**src/pkg/sfsp_defs.svh**
```systemverilog
`ifndef SFSP_DEFS_SVH
`define SFSP_DEFS_SVH
`define SFSP_SFR_BASE 8'h80
`define SFSP_SP_ADDR 8'h81
`define SFSP_SP_RESET 8'h07
`define SFSP_BIT_NIB_A 4'h0
`define SFSP_BIT_NIB_B 4'h8
`define SFSP_BIT_RAM_NIB 4'h2
`define SFSP_BANK_TOP 8'h1f
`define SFSP_RAM_DEPTH 256
`endif

```
**src/pkg/sfsp_pkg.sv**
```systemverilog
package sfsp_pkg;
  typedef enum logic [1:0] {
    SFSP_MODE_DIRECT = 2'b00,
    SFSP_MODE_INDIRECT = 2'b01,
    SFSP_MODE_BIT = 2'b10
  } sfsp_mode_t;
  typedef enum logic [1:0] {
    SFSP_STK_NONE = 2'b00,
    SFSP_STK_PUSH = 2'b01,
    SFSP_STK_POP = 2'b10
  } sfsp_stk_t;
  typedef struct packed {
    logic valid;
    logic write;
    sfsp_mode_t mode;
    logic [7:0] addr;
    logic [7:0] wdata;
  } sfsp_req_t;
  typedef struct packed {
    logic valid;
    logic write;
    logic [7:0] addr;
    logic [7:0] wdata;
    logic [7:0] bitMask;
  } sfsp_sfr_t;
endpackage

```
**src/sfsp_ram.sv**
```systemverilog
`timescale 1ns/10ps
`include "sfsp_defs.svh"
module sfsp_ram (
  input wire logic clk,
  input wire logic we,
  input wire logic [7:0] waddr,
  input wire logic [7:0] wdata,
  input wire logic [7:0] raddr,
  output logic [7:0] rdata
);
  // Full 256 bytes: lower half plus the upper half reached only by indirect and stack accesses
  logic [7:0] mem [0:`SFSP_RAM_DEPTH-1];
  always_ff @(posedge clk) begin
    if (we) begin
      mem[waddr] <= wdata;
    end
    rdata <= mem[raddr];
  end
endmodule

```
**src/sfsp_top.sv**
```systemverilog
`timescale 1ns/10ps
`include "sfsp_defs.svh"
// Behaviour
// RQ1: Direct access 0x80-0xFF goes to SFRs
// RQ2: Low nibble 0x0/0x8 SFRs allow bit access
// RQ3: Other SFRs byte access only
// RQ4: Software avoids unoccupied SPECIAL_FUNCTION_REGISTER addresses
// RQ5: Stack pointer register lives at 0x81
// RQ6: Stack pointer holds last filled location
// RQ7: Push writes SP+1, then increments SP
// RQ8: Any reset loads stack pointer 0x07
// RQ9: Stack anywhere in 256-byte RAM
// RQ10: Software moves SP when banks used
// RQ11: Peripheral SFRs added, instruction set unchanged
// RQ12: Indirect above 0x7F reaches upper RAM
// RQ13: Locations 0x00-0x1F form four register banks
// RQ14: Pop reads at SP, then decrements SP
module sfsp_top (
  input wire logic clk,
  input wire logic rst_n,
  input sfsp_pkg::sfsp_req_t req,
  input sfsp_pkg::sfsp_stk_t stackOp,
  input wire logic [7:0] pushData,
  input wire logic [1:0] bankSel,
  input wire logic [2:0] bankReg,
  input wire logic bankRead,
  output logic [7:0] rdata,
  output logic rdataValid,
  output logic bitRefused,
  output logic [7:0] stackPointer,
  output sfsp_pkg::sfsp_sfr_t sfrReq,
  input wire logic [7:0] sfrRdata
);
  import sfsp_pkg::*;

  logic [7:0] stackPointer_r;
  logic [7:0] stackPointer_nxt;
  logic [7:0] rdata_r;
  logic rdataValid_r;
  logic fromSfr_r;
  logic fromSp_r;
  logic fromRam_r;
  logic bitRefused_r;
  logic [7:0] bitSel_r;
  logic bitMode_r;
  logic sfrValid_r;
  logic sfrWrite_r;
  logic [7:0] sfrAddr_r;
  logic [7:0] sfrWdata_r;
  logic [7:0] sfrMask_r;
  logic [7:0] ramRdata;

  wire isDirect = req.mode == SFSP_MODE_DIRECT;
  wire isBit = req.mode == SFSP_MODE_BIT;
  wire isIndirect = req.mode == SFSP_MODE_INDIRECT;
  // Bit address: upper half names an SPECIAL_FUNCTION_REGISTER byte, lower half bytes 0x20-0x2F
  wire [7:0] bitByte = req.addr[7] ? {req.addr[7:3], 3'h0} : {`SFSP_BIT_RAM_NIB, req.addr[6:3]};
  wire [7:0] bitMask = 8'h01 << req.addr[2:0];
  // RQ1: direct upper half selects SFRs
  wire hitSfrByte = req.valid && isDirect && req.addr >= `SFSP_SFR_BASE;
  // RQ2: only nibble 0x0 or 0x8 SFRs are bit targets
  wire bitNibOk = bitByte[3:0] == `SFSP_BIT_NIB_A || bitByte[3:0] == `SFSP_BIT_NIB_B;
  wire hitSfrBit = req.valid && isBit && req.addr[7] && bitNibOk;
  // RQ3: bit access elsewhere in SPECIAL_FUNCTION_REGISTER space is refused
  wire refuseBit = req.valid && isBit && req.addr[7] && !bitNibOk;
  wire hitSfr = hitSfrByte || hitSfrBit;
  wire [7:0] sfrAddr = hitSfrBit ? bitByte : req.addr;
  // RQ5: stack pointer decoded at its own address
  wire hitSp = hitSfr && sfrAddr == `SFSP_SP_ADDR;
  // RQ12: indirect above 0x7F and direct below go to RAM
  wire hitRam = req.valid && (isIndirect || (isDirect && !req.addr[7])
    || (isBit && !req.addr[7]));
  wire [7:0] ramByteAddr = isBit ? bitByte : req.addr;
  // RQ13: bank register address is bank times eight plus index
  wire [7:0] bankAddr = {3'h0, bankSel, bankReg};
  wire isPush = stackOp == SFSP_STK_PUSH;
  wire isPop = stackOp == SFSP_STK_POP;
  // RQ7: push target is one above the pointer
  wire [7:0] pushAddr = stackPointer_r + 8'h01;
  // RQ9: 8-bit pointer spans all 256 bytes
  wire [7:0] ramRaddr = isPop ? stackPointer_r : (bankRead ? bankAddr : ramByteAddr);
  wire ramByteWe = hitRam && req.write && !isBit;
  // Bit writes to RAM are dropped: only pushes and non-bit byte writes drive the RAM write enable
  wire ramWe = isPush || ramByteWe;
  wire [7:0] ramWaddr = isPush ? pushAddr : req.addr;
  wire [7:0] ramWdata = isPush ? pushData : req.wdata;
  wire [7:0] spBitVal = (stackPointer_r & ~bitMask) | (req.wdata[0] ? bitMask : 8'h00);
  wire [7:0] sfrWdata = hitSfrBit ? (req.wdata[0] ? bitMask : 8'h00) : req.wdata;
  wire [7:0] sfrMask = hitSfrBit ? bitMask : 8'hff;

  // RQ6: pointer tracks pushes, pops and register writes
  always_comb begin
    stackPointer_nxt = stackPointer_r;
    if (isPush) begin
      stackPointer_nxt = pushAddr;
    end else if (isPop) begin
      // RQ14: pop decrements with 8-bit wrap
      stackPointer_nxt = stackPointer_r - 8'h01;
    end else if (hitSp && req.write) begin
      stackPointer_nxt = hitSfrBit ? spBitVal : req.wdata;
    end
  end

  // RQ8: reset value 0x07
  always_ff @(posedge clk or negedge rst_n) begin
    if (!rst_n) begin
      stackPointer_r <= `SFSP_SP_RESET;
    end else begin
      stackPointer_r <= stackPointer_nxt;
    end
  end

  // RQ11: other SFRs pass to the peripheral side untouched
  always_ff @(posedge clk or negedge rst_n) begin
    if (!rst_n) begin
      sfrValid_r <= 1'b0;
    end else begin
      sfrValid_r <= hitSfr && !hitSp;
    end
  end

  // Payload reset too, so an idle bus never shows stale values
  always_ff @(posedge clk or negedge rst_n) begin
    if (!rst_n) begin
      sfrWrite_r <= 1'b0;
    end else begin
      sfrWrite_r <= req.write;
    end
  end

  always_ff @(posedge clk or negedge rst_n) begin
    if (!rst_n) begin
      sfrAddr_r <= 8'h00;
    end else begin
      sfrAddr_r <= sfrAddr;
    end
  end

  always_ff @(posedge clk or negedge rst_n) begin
    if (!rst_n) begin
      sfrWdata_r <= 8'h00;
    end else begin
      sfrWdata_r <= sfrWdata;
    end
  end

  always_ff @(posedge clk or negedge rst_n) begin
    if (!rst_n) begin
      sfrMask_r <= 8'h00;
    end else begin
      sfrMask_r <= sfrMask;
    end
  end

  // Read answer stands one cycle after the request
  always_ff @(posedge clk or negedge rst_n) begin
    if (!rst_n) begin
      rdataValid_r <= 1'b0;
    end else begin
      rdataValid_r <= (req.valid && !req.write && !refuseBit) || isPop || bankRead;
    end
  end

  always_ff @(posedge clk or negedge rst_n) begin
    if (!rst_n) begin
      fromSp_r <= 1'b0;
    end else begin
      fromSp_r <= hitSp;
    end
  end

  always_ff @(posedge clk or negedge rst_n) begin
    if (!rst_n) begin
      fromSfr_r <= 1'b0;
    end else begin
      fromSfr_r <= hitSfr && !hitSp;
    end
  end

  always_ff @(posedge clk or negedge rst_n) begin
    if (!rst_n) begin
      fromRam_r <= 1'b0;
    end else begin
      fromRam_r <= hitRam || isPop || bankRead;
    end
  end

  // RQ3: refusal flagged for one cycle
  always_ff @(posedge clk or negedge rst_n) begin
    if (!rst_n) begin
      bitRefused_r <= 1'b0;
    end else begin
      bitRefused_r <= refuseBit;
    end
  end

  always_ff @(posedge clk or negedge rst_n) begin
    if (!rst_n) begin
      bitSel_r <= 8'h00;
    end else begin
      bitSel_r <= bitMask;
    end
  end

  always_ff @(posedge clk or negedge rst_n) begin
    if (!rst_n) begin
      bitMode_r <= 1'b0;
    end else begin
      bitMode_r <= isBit && !isPop && !bankRead;
    end
  end

  sfsp_ram u_ram (
    .clk(clk),
    .we(ramWe),
    .waddr(ramWaddr),
    .wdata(ramWdata),
    .raddr(ramRaddr),
    .rdata(ramRdata)
  );

  wire [7:0] byteOut = fromSp_r ? stackPointer_r : (fromSfr_r ? sfrRdata :
    (fromRam_r ? ramRdata : 8'h00));
  // Bit reads return the selected bit in bit 0
  wire [7:0] readOut = bitMode_r ? {7'h00, |(byteOut & bitSel_r)} : byteOut;

  always_comb begin
    rdata_r = rdataValid_r ? readOut : 8'h00;
  end

  assign rdata = rdata_r;
  assign rdataValid = rdataValid_r;
  assign bitRefused = bitRefused_r;
  assign stackPointer = stackPointer_r;
  assign sfrReq = '{valid: sfrValid_r, write: sfrWrite_r, addr: sfrAddr_r,
    wdata: sfrWdata_r, bitMask: sfrMask_r};
endmodule

```
**config.mk**
```make
export PLATFORM = sky130hd
export DESIGN_NAME = sfsp_top
export DESIGN_NICKNAME = d
export VERILOG_FILES = /design/src/pkg/sfsp_pkg.sv /design/src/sfsp_ram.sv /design/src/sfsp_top.sv
export VERILOG_INCLUDE_DIRS = /design/src /design/src/pkg
export SDC_FILE = /design/constraint.sdc
export NUM_CORES = 2
export LEC_CHECK = 0
export ABC_AREA = 1
export BUFFER_PORTS_ARGS = -buffer_cell sky130_fd_sc_hd__buf_2
export CORE_MARGIN = 3
export CORE_UTILIZATION = 40
export CTS_CLUSTER_SIZE = 12
export DETAILED_ROUTE_END_ITERATION = 8
export SYNTH_ARGS = -nofsm -noshare
export SYNTH_HDL_FRONTEND = slang
export SYNTH_SLANG_ARGS = --single-unit
export TNS_END_PERCENT = 10
```
**constraint.sdc**
```tcl
create_clock -name clk -period 4.6 [get_ports clk]
set_clock_uncertainty 0.05 [all_clocks]
set_input_delay 0.23 -clock clk [delete_from_list [all_inputs] [get_ports clk]]
set_output_delay 0.23 -clock clk [all_outputs]
set_load 0.005 [all_outputs]
```
## After elaboration in Yosys (flattened, before gate mapping)

Memory sizes are Yosys's and may differ from the RTL's. A register that Yosys moved wholly into a read port is not among the register bits.
Cells that the tools add are included.

- Div/mod/pow operators: 0
- Shift-type cells: 1
- Mux-type cells: 21
- Bitwise logic cells: 4
- Equal/unequal tests: 6
- $lt $le $gt $ge: 1
- Multipliers: 0
- Reductions and logical operators: 39
- Add/subtract/negate cells: 2

Operators by type and width:

| kind | number |
|---|---|
| two-way mux 8 bit | 19 |
| logical AND 1 bit | 18 |
| bitwise AND 8 bit | 2 |
| logical OR 1 bit | 9 |
| adder 8 x 1 -> 8 bit (second input constant) | 1 |
| == test 8 bit (second input constant) | 1 |
| greater-or-equal comparator 8 bit (second input constant) | 1 |
| logical NOT 1 bit | 8 |
| NOT 8 bit | 1 |
| bitwise OR 8 bit | 1 |
| OR reduction 8 bit | 1 |
| left shift 1 x 3 -> 8 bit (first input constant) | 1 |
| subtractor 8 x 1 -> 8 bit (second input constant) | 1 |
| == test 2 x 1 -> 1 bit (second input constant) | 2 |
| == test 2 bit (second input constant) | 2 |
| == test 4 bit (second input constant) | 1 |
| logical NOT 4 bit | 1 |
| nonzero test 3 bit | 1 |
| logical NOT 2 bit | 1 |
| two-way mux 1 bit | 2 |

- RAM bits: 2048
- Input port bits: 46
- Register bits after elaboration: 47
- Memory bits (read-only): 0
- Logic and storage cells: 87
- Latch bits: 0
- Memories: 1
- Output and inout bits: 44

Memories:

| memory | depth | width | rd ports | clocked after memory_dff | write ports | RTL line | RTL |
|---|---|---|---|---|---|---|---|
| u_ram.mem | 256 | 8 | 1 | 1 | 1 | sfsp_ram.sv:12 | `` logic [7:0] mem [0:`SFSP_RAM_DEPTH-1]; `` |

## Logic depth before layout (Yosys ltp)

- Depth after elaboration: 11
- Depth in mapped cells: 21
- Gate-level depth less buffers: 18

## Modules after synthesis

From an unflattened synthesis, not the netlist that was laid out.

- Cells, all modules: 7391
- Area total of the unflattened synthesis: 86177.7 µm²

By module, submodules not included:

| module | seq. area each (µm²) | area each (µm²) | times used | cells an instance |
|---|---|---|---|---|
| sfsp_ram | 61659.1 | 83396.2 | 1 | 7003 |
| sfsp_top | 1179.9 | 2781.4 | 1 | 388 |

## Worst setup path after synthesis

Ideal clock, no wire load.

- Path kind: input-to-reg
- From: input port stackOp[1]
- To: memory u_ram.mem[0][5] (data pin)
- Arrival time: 10.967 ns
- Slack: -8.605 ns
- Stages: 6
- Buffers on the path: 3
- Library setup time: 2.187 ns
- Required time: 2.363 ns
- Cell sequence: inv_1 > ha_1 > clkbuf_1 > buf_2 > clkbuf_1 > o21ai_0

- Longest elaborated chain between the ends: 2

Ends and longest elaborated chain:

| element | RTL line | RTL |
|---|---|---|
| start: declaration | sfsp_top.sv:22 | `input sfsp_pkg::sfsp_stk_t stackOp,` |
| == test 2 x 1 -> 1 bit | sfsp_top.sv:76 | `wire isPush = stackOp == SFSP_STK_PUSH;` |
| two-way mux 8 bit | sfsp_top.sv:86 | `wire [7:0] ramWdata = isPush ? pushData : req.wdata;` |
| named net ramWdata[5] | sfsp_top.sv:86 |  |
| end: declaration | sfsp_ram.sv:12 |  |

The timed path passes the listed nets, and every way through them passes these cells.

==> key figures <==
Power
  – Sequential group share of total power: 48.4%
  – Clock share of power: 37.0%
  – Peak VDD IR: 456.9 µV
  – Total chip power: 44270 µW
  – NetSw: approximately 12000 µW
  – Leak: 0.03935 µW
  – Cell-internal power: between 30000 and 40000 µW
  – Pwr/cell area: 428.2 nW/µm²
  – Combinational power share: 14.6%
  – Sw Share: 27.83%

Timing
  – Final Hold Vio Count: 0
  – Tcrit/Tclk final: 93.05%
  – FMAX: 233.6 MHz
  – Rel. slew slack: less than 1%
  – Final min period: 4280 ps
  – Unrepaired setup endpoints after global routing: no
  – Pins Over Slew Limit: 0
  – Setup_tns: 0 ps
  – Worst-margin pin slew: 1497 ps
  – Final count of negative-setup-slack endpoints: 0

GRT
  – Gr ovfl total: 0
  – Pin count of the biggest net entering global routing: roughly 200
  – All-Layer GR Usage: approximately 23%
  – Antenna violations before repair: 9
  – Number of global-route vias before repair: roughly 60000
  – First-pass GRT wire length: 407400 µm

Place
  – Placement Cell Area: a little under 100000 µm²
  – Hpwl dp: 161400 µm
  – Dpl cells: 11170
  – IO buf count: 89
  – GP Congestion: 0.9158

Setup path
  – R2r setup slk: 320 ps
  – CP Class: register to register
  – Bufs and invs on worst path: 3
  – R2R depth: 12
  – Req. time, crit path: 5060 ps
  – Critical Path Fanout Max: 16
  – Delay-heaviest family, CP: simple AND/OR/NAND/NOR gates
  – CP endpoint kind: register
  – Crit path cell chain: clkinv_1 > nor3_2 > inv_1 > nor2_2 > nand2_1 > nor2_2 > inv_1 > nand3_1 > o21ai_2 > nor2_1 > nand2_1 > nor2_1
  – CP max stage delay: 900 ps
  – Slowest-stage cell, CP: nor2_1
  – R2r endpoint: u_ram.mem[67][3]$_DFFE_PP_
  – CP arrival: 4740 ps
  – Crit start category: register

Floorplanning
  – DIE WIDTH: 486.8 µm
  – IO Pins: 90
  – Starting Density: 40.46%
  – Die height: 486.8 µm
  – Die area: 237000 µm²
  – # rows: 175
  – Core area: 228600 µm²

Clocking
  – Num CTS Buffers: approximately 210
  – Clock sink count: 2103
  – Clock Latency Late Sink: a little under 900 ps
  – CTS tree: built
  – CTS Buffer Depth: 3
  – CTS clk-pin slew, worst paths: 70 ps
  – Clk root buf: clkbuf_16
  – H-tree levels: 4

Logic synthesis
  – Sequential element share of the synthesized area: 67.95%
  – Syn Inst Count: about 8400
  – Syn Nets: 8491
  – Post-synth EDFFs: 2048
  – Area of the mapped netlist: about 92000 µm²
  – Main synth FF type: edfxtp_1
  – Ys async rst share: 2.235%
  – Yosys warning count: 0
  – Synth unique cells: 47
  – Post-Syn Area per Cell: 10.96 µm²
  – Yosys reg bits: 2103

Drt
  – Via count: between 60000 and 70000
  – Routed WL: 277600 µm
  – DRC: 0
  – Antenna violation net count after detailed routing: 0
  – Violation count after the first detailed-routing iteration: 7636
  – DR WL/cell: 23.98 µm
  – Vias per cell: 5.469
  – 1st-pass router iterations: 6

Cells and area
  – Ant diodes: 0
  – Final Instance Area: 103400 µm²
  – Post-route insts no fill: about 12000
  – Area Growth Syn to Fin: 11.78%
  – Area of the multi-input gates: 22980 µm²
  – Layout Nets: 8465
  – Fillers: 20870
  – Reg area: 62840 µm²
  – Layout cell share with drive strength beyond 1: under 10%

Job
  – Max_cap viols: 0

Outcome
  – Outcome: completed

Hold path
  – Hold WC Path Type: input port to asynchronous set/reset pin
## worst max path at each step
stage / slack (ps) / to / start / depth (start not counted)
after floorplan: -1130 / u_ram.mem[0][5]$_DFFE_PP_ / stackOp[1] / 6
after global placement: 270 / u_ram.mem[77][1]$_DFFE_PP_ / register / 12
after detailed placement: 240 / u_ram.mem[77][7]$_DFFE_PP_ / register / 12
after CTS: 210 / u_ram.mem[77][7]$_DFFE_PP_ / register / 12
after global routing: 60 / u_ram.mem[67][1]$_DFFE_PP_ / register / 12
final: 320 / u_ram.mem[67][3]$_DFFE_PP_ / register / 12
## layout by cell type (no fill, tap or decap), types with 4 or more instances in the layout
cell type / n
dfrtp_1: 44
clkinv_16: 4
clkbuf_1: 65
nor2_1: 299
nand3b_1: 577
dlygate4sd3_1: 40
edfxtp_1: 2048
nand3_1: 1837
o21ai_0: 27
buf_2: 89
dfxtp_1: 8
a21oi_1: 12
nand3_2: 4
nand2_2: 21
inv_2: 9
ha_1: 4
xor2_1: 5
nand2_1: 1686
nand2_4: 5
nor3_1: 11
buf_4: 125
a22oi_1: 6
o21ai_4: 7
inv_16: 5
or2_2: 9
o211ai_1: 115
nor2_2: 5
clkinv_1: 41
clkbuf_8: 7
inv_1: 1091
o22ai_1: 5
clkinv_2: 20
clkbuf_16: 215
bufinv_16: 5
buf_12: 69
## worst register-to-register path, cell delays in order (launching register included)
cell	delay (ps)
dfstp_2	560
clkinv_1	230
nor3_2	230
inv_1	80
nor2_2	100
nand2_1	90
nor2_2	120
inv_1	70
nand3_1	100
o21ai_2	100
nor2_1	340
nand2_1	890
nor2_1	950
## what timing repair did
action / 4_1_cts / 5_1_grt
buffers inserted: 0 / 0
hold endpoints to repair: 129 / 0
gates resized for setup: 0 / 1
setup endpoints to repair: 0 / 8
hold buffers: 40 / 0
## flip-flops by register name (all words and copies together), names as in the netlist, named ones only
name / count
u_ram.rdata: 8
bitSel_r: 8
sfrAddr_r: 8
bitMode_r: 1
sfrWdata_r: 8
sfrWrite_r: 1
bitRefused: 1
fromRam_r: 1
fromSp_r: 1
u_ram.mem: 2048
sfrMask_r: 8
fromSfr_r: 1
rdataValid: 1
## through the flow
| stage | hold slack, ps | util [%] | worst slack [ps] |
|---|---|---|---|
| after global routing | 59.74 | 45.22 | 57.26 |
| after CTS | 4.979 | 45.22 | 210.1 |
| final | 41.97 | 45.22 | 319.6 |
| after floorplan | -115.6 | - | -1135 |
| after global placement | 327.0 | 42.22 | 267.1 |
| after detailed placement | 318.2 | 42.22 | 241.0 |
## per-layer routing
metal  vias to the layer above  GRT usage [%]  share of wire (%)
met5                         -              0             0.0047
met2                      3022          35.71                 46
met1                     31020          32.27                 42
met3                       503          4.124                9.1
li1                      28770              -                  -
met4                         2          8.378                3.7
## power by group through the flow
stage	Sequential, µW	Combinational [µW]	Clock (µW)
3_3_place_gp	21800	6360	0
2_1_floorplan	21800	3730	0
6_report	21400	6470	16400
5_1_grt	21400	6910	17400
3_5_place_dp	21800	6380	0
4_1_cts	21400	6420	16500
## cells in the mapped netlist, types with 2 or more instances
master / n / area (µm²)
a21oi_1: 12 / 60.06
a21oi_2: 2 / 17.52
a221o_1: 2 / 20.02
a22oi_1: 6 / 45.04
a31oi_1: 3 / 18.77
a41oi_1: 3 / 26.28
buf_1: 26 / 97.59
buf_2: 394 / 1972
buf_4: 15 / 112.6
buf_6: 4 / 45.04
clkbuf_1: 126 / 473.0
clkinv_1: 2 / 7.510
dfrtp_1: 44 / 1101
dfstp_2: 3 / 78.83
dfxtp_1: 8 / 160.2
edfxtp_1: 2048 / 61500
ha_1: 4 / 50.05
inv_1: 1096 / 4114
inv_2: 8 / 30.03
nand2_1: 1707 / 6407
nand2_2: 6 / 37.54
nand3_1: 1838 / 9199
nand3_2: 4 / 40.04
nand3b_1: 577 / 4332
nand4_1: 2 / 12.51
nor2_1: 301 / 1130
nor2_2: 4 / 25.02
nor3_1: 11 / 55.05
nor3_2: 2 / 20.02
nor4_1: 2 / 12.51
o211ai_1: 115 / 863.3
o21ai_0: 33 / 165.2
o21ai_1: 2 / 10.01
o22ai_1: 6 / 37.54
or2_2: 9 / 56.30
xor2_1: 5 / 43.79
## logic make-up after synthesis
| family | count (synthesis) | share of synthesized area, % |
|---|---|---|
| simple gates | 4465 | 23.08 |
| flops | 2103 | 67.95 |
| fa+ha+maj | 4 | 0.05412 |
| compound gates | 192 | 1.458 |
| buf+inv | 1671 | 7.409 |
| other cells | 1 | 0.004055 |
| xor+xnor | 5 | 0.04735 |
## final cells by class
| class | count | area share, % |
|---|---|---|
| Sequential cell | 2103 | 60.79 |
| Clock inverter | 82 | 0.6887 |
| Clock buffer | 289 | 5.548 |
| Inverter | 1106 | 4.040 |
| Timing Repair Buffer | 323 | 3.062 |
| Multi-Input combinational cell | 4667 | 22.23 |
| Tap cell | 3009 | 3.642 |
Note: power is estimated with default switching activity, not from simulation.
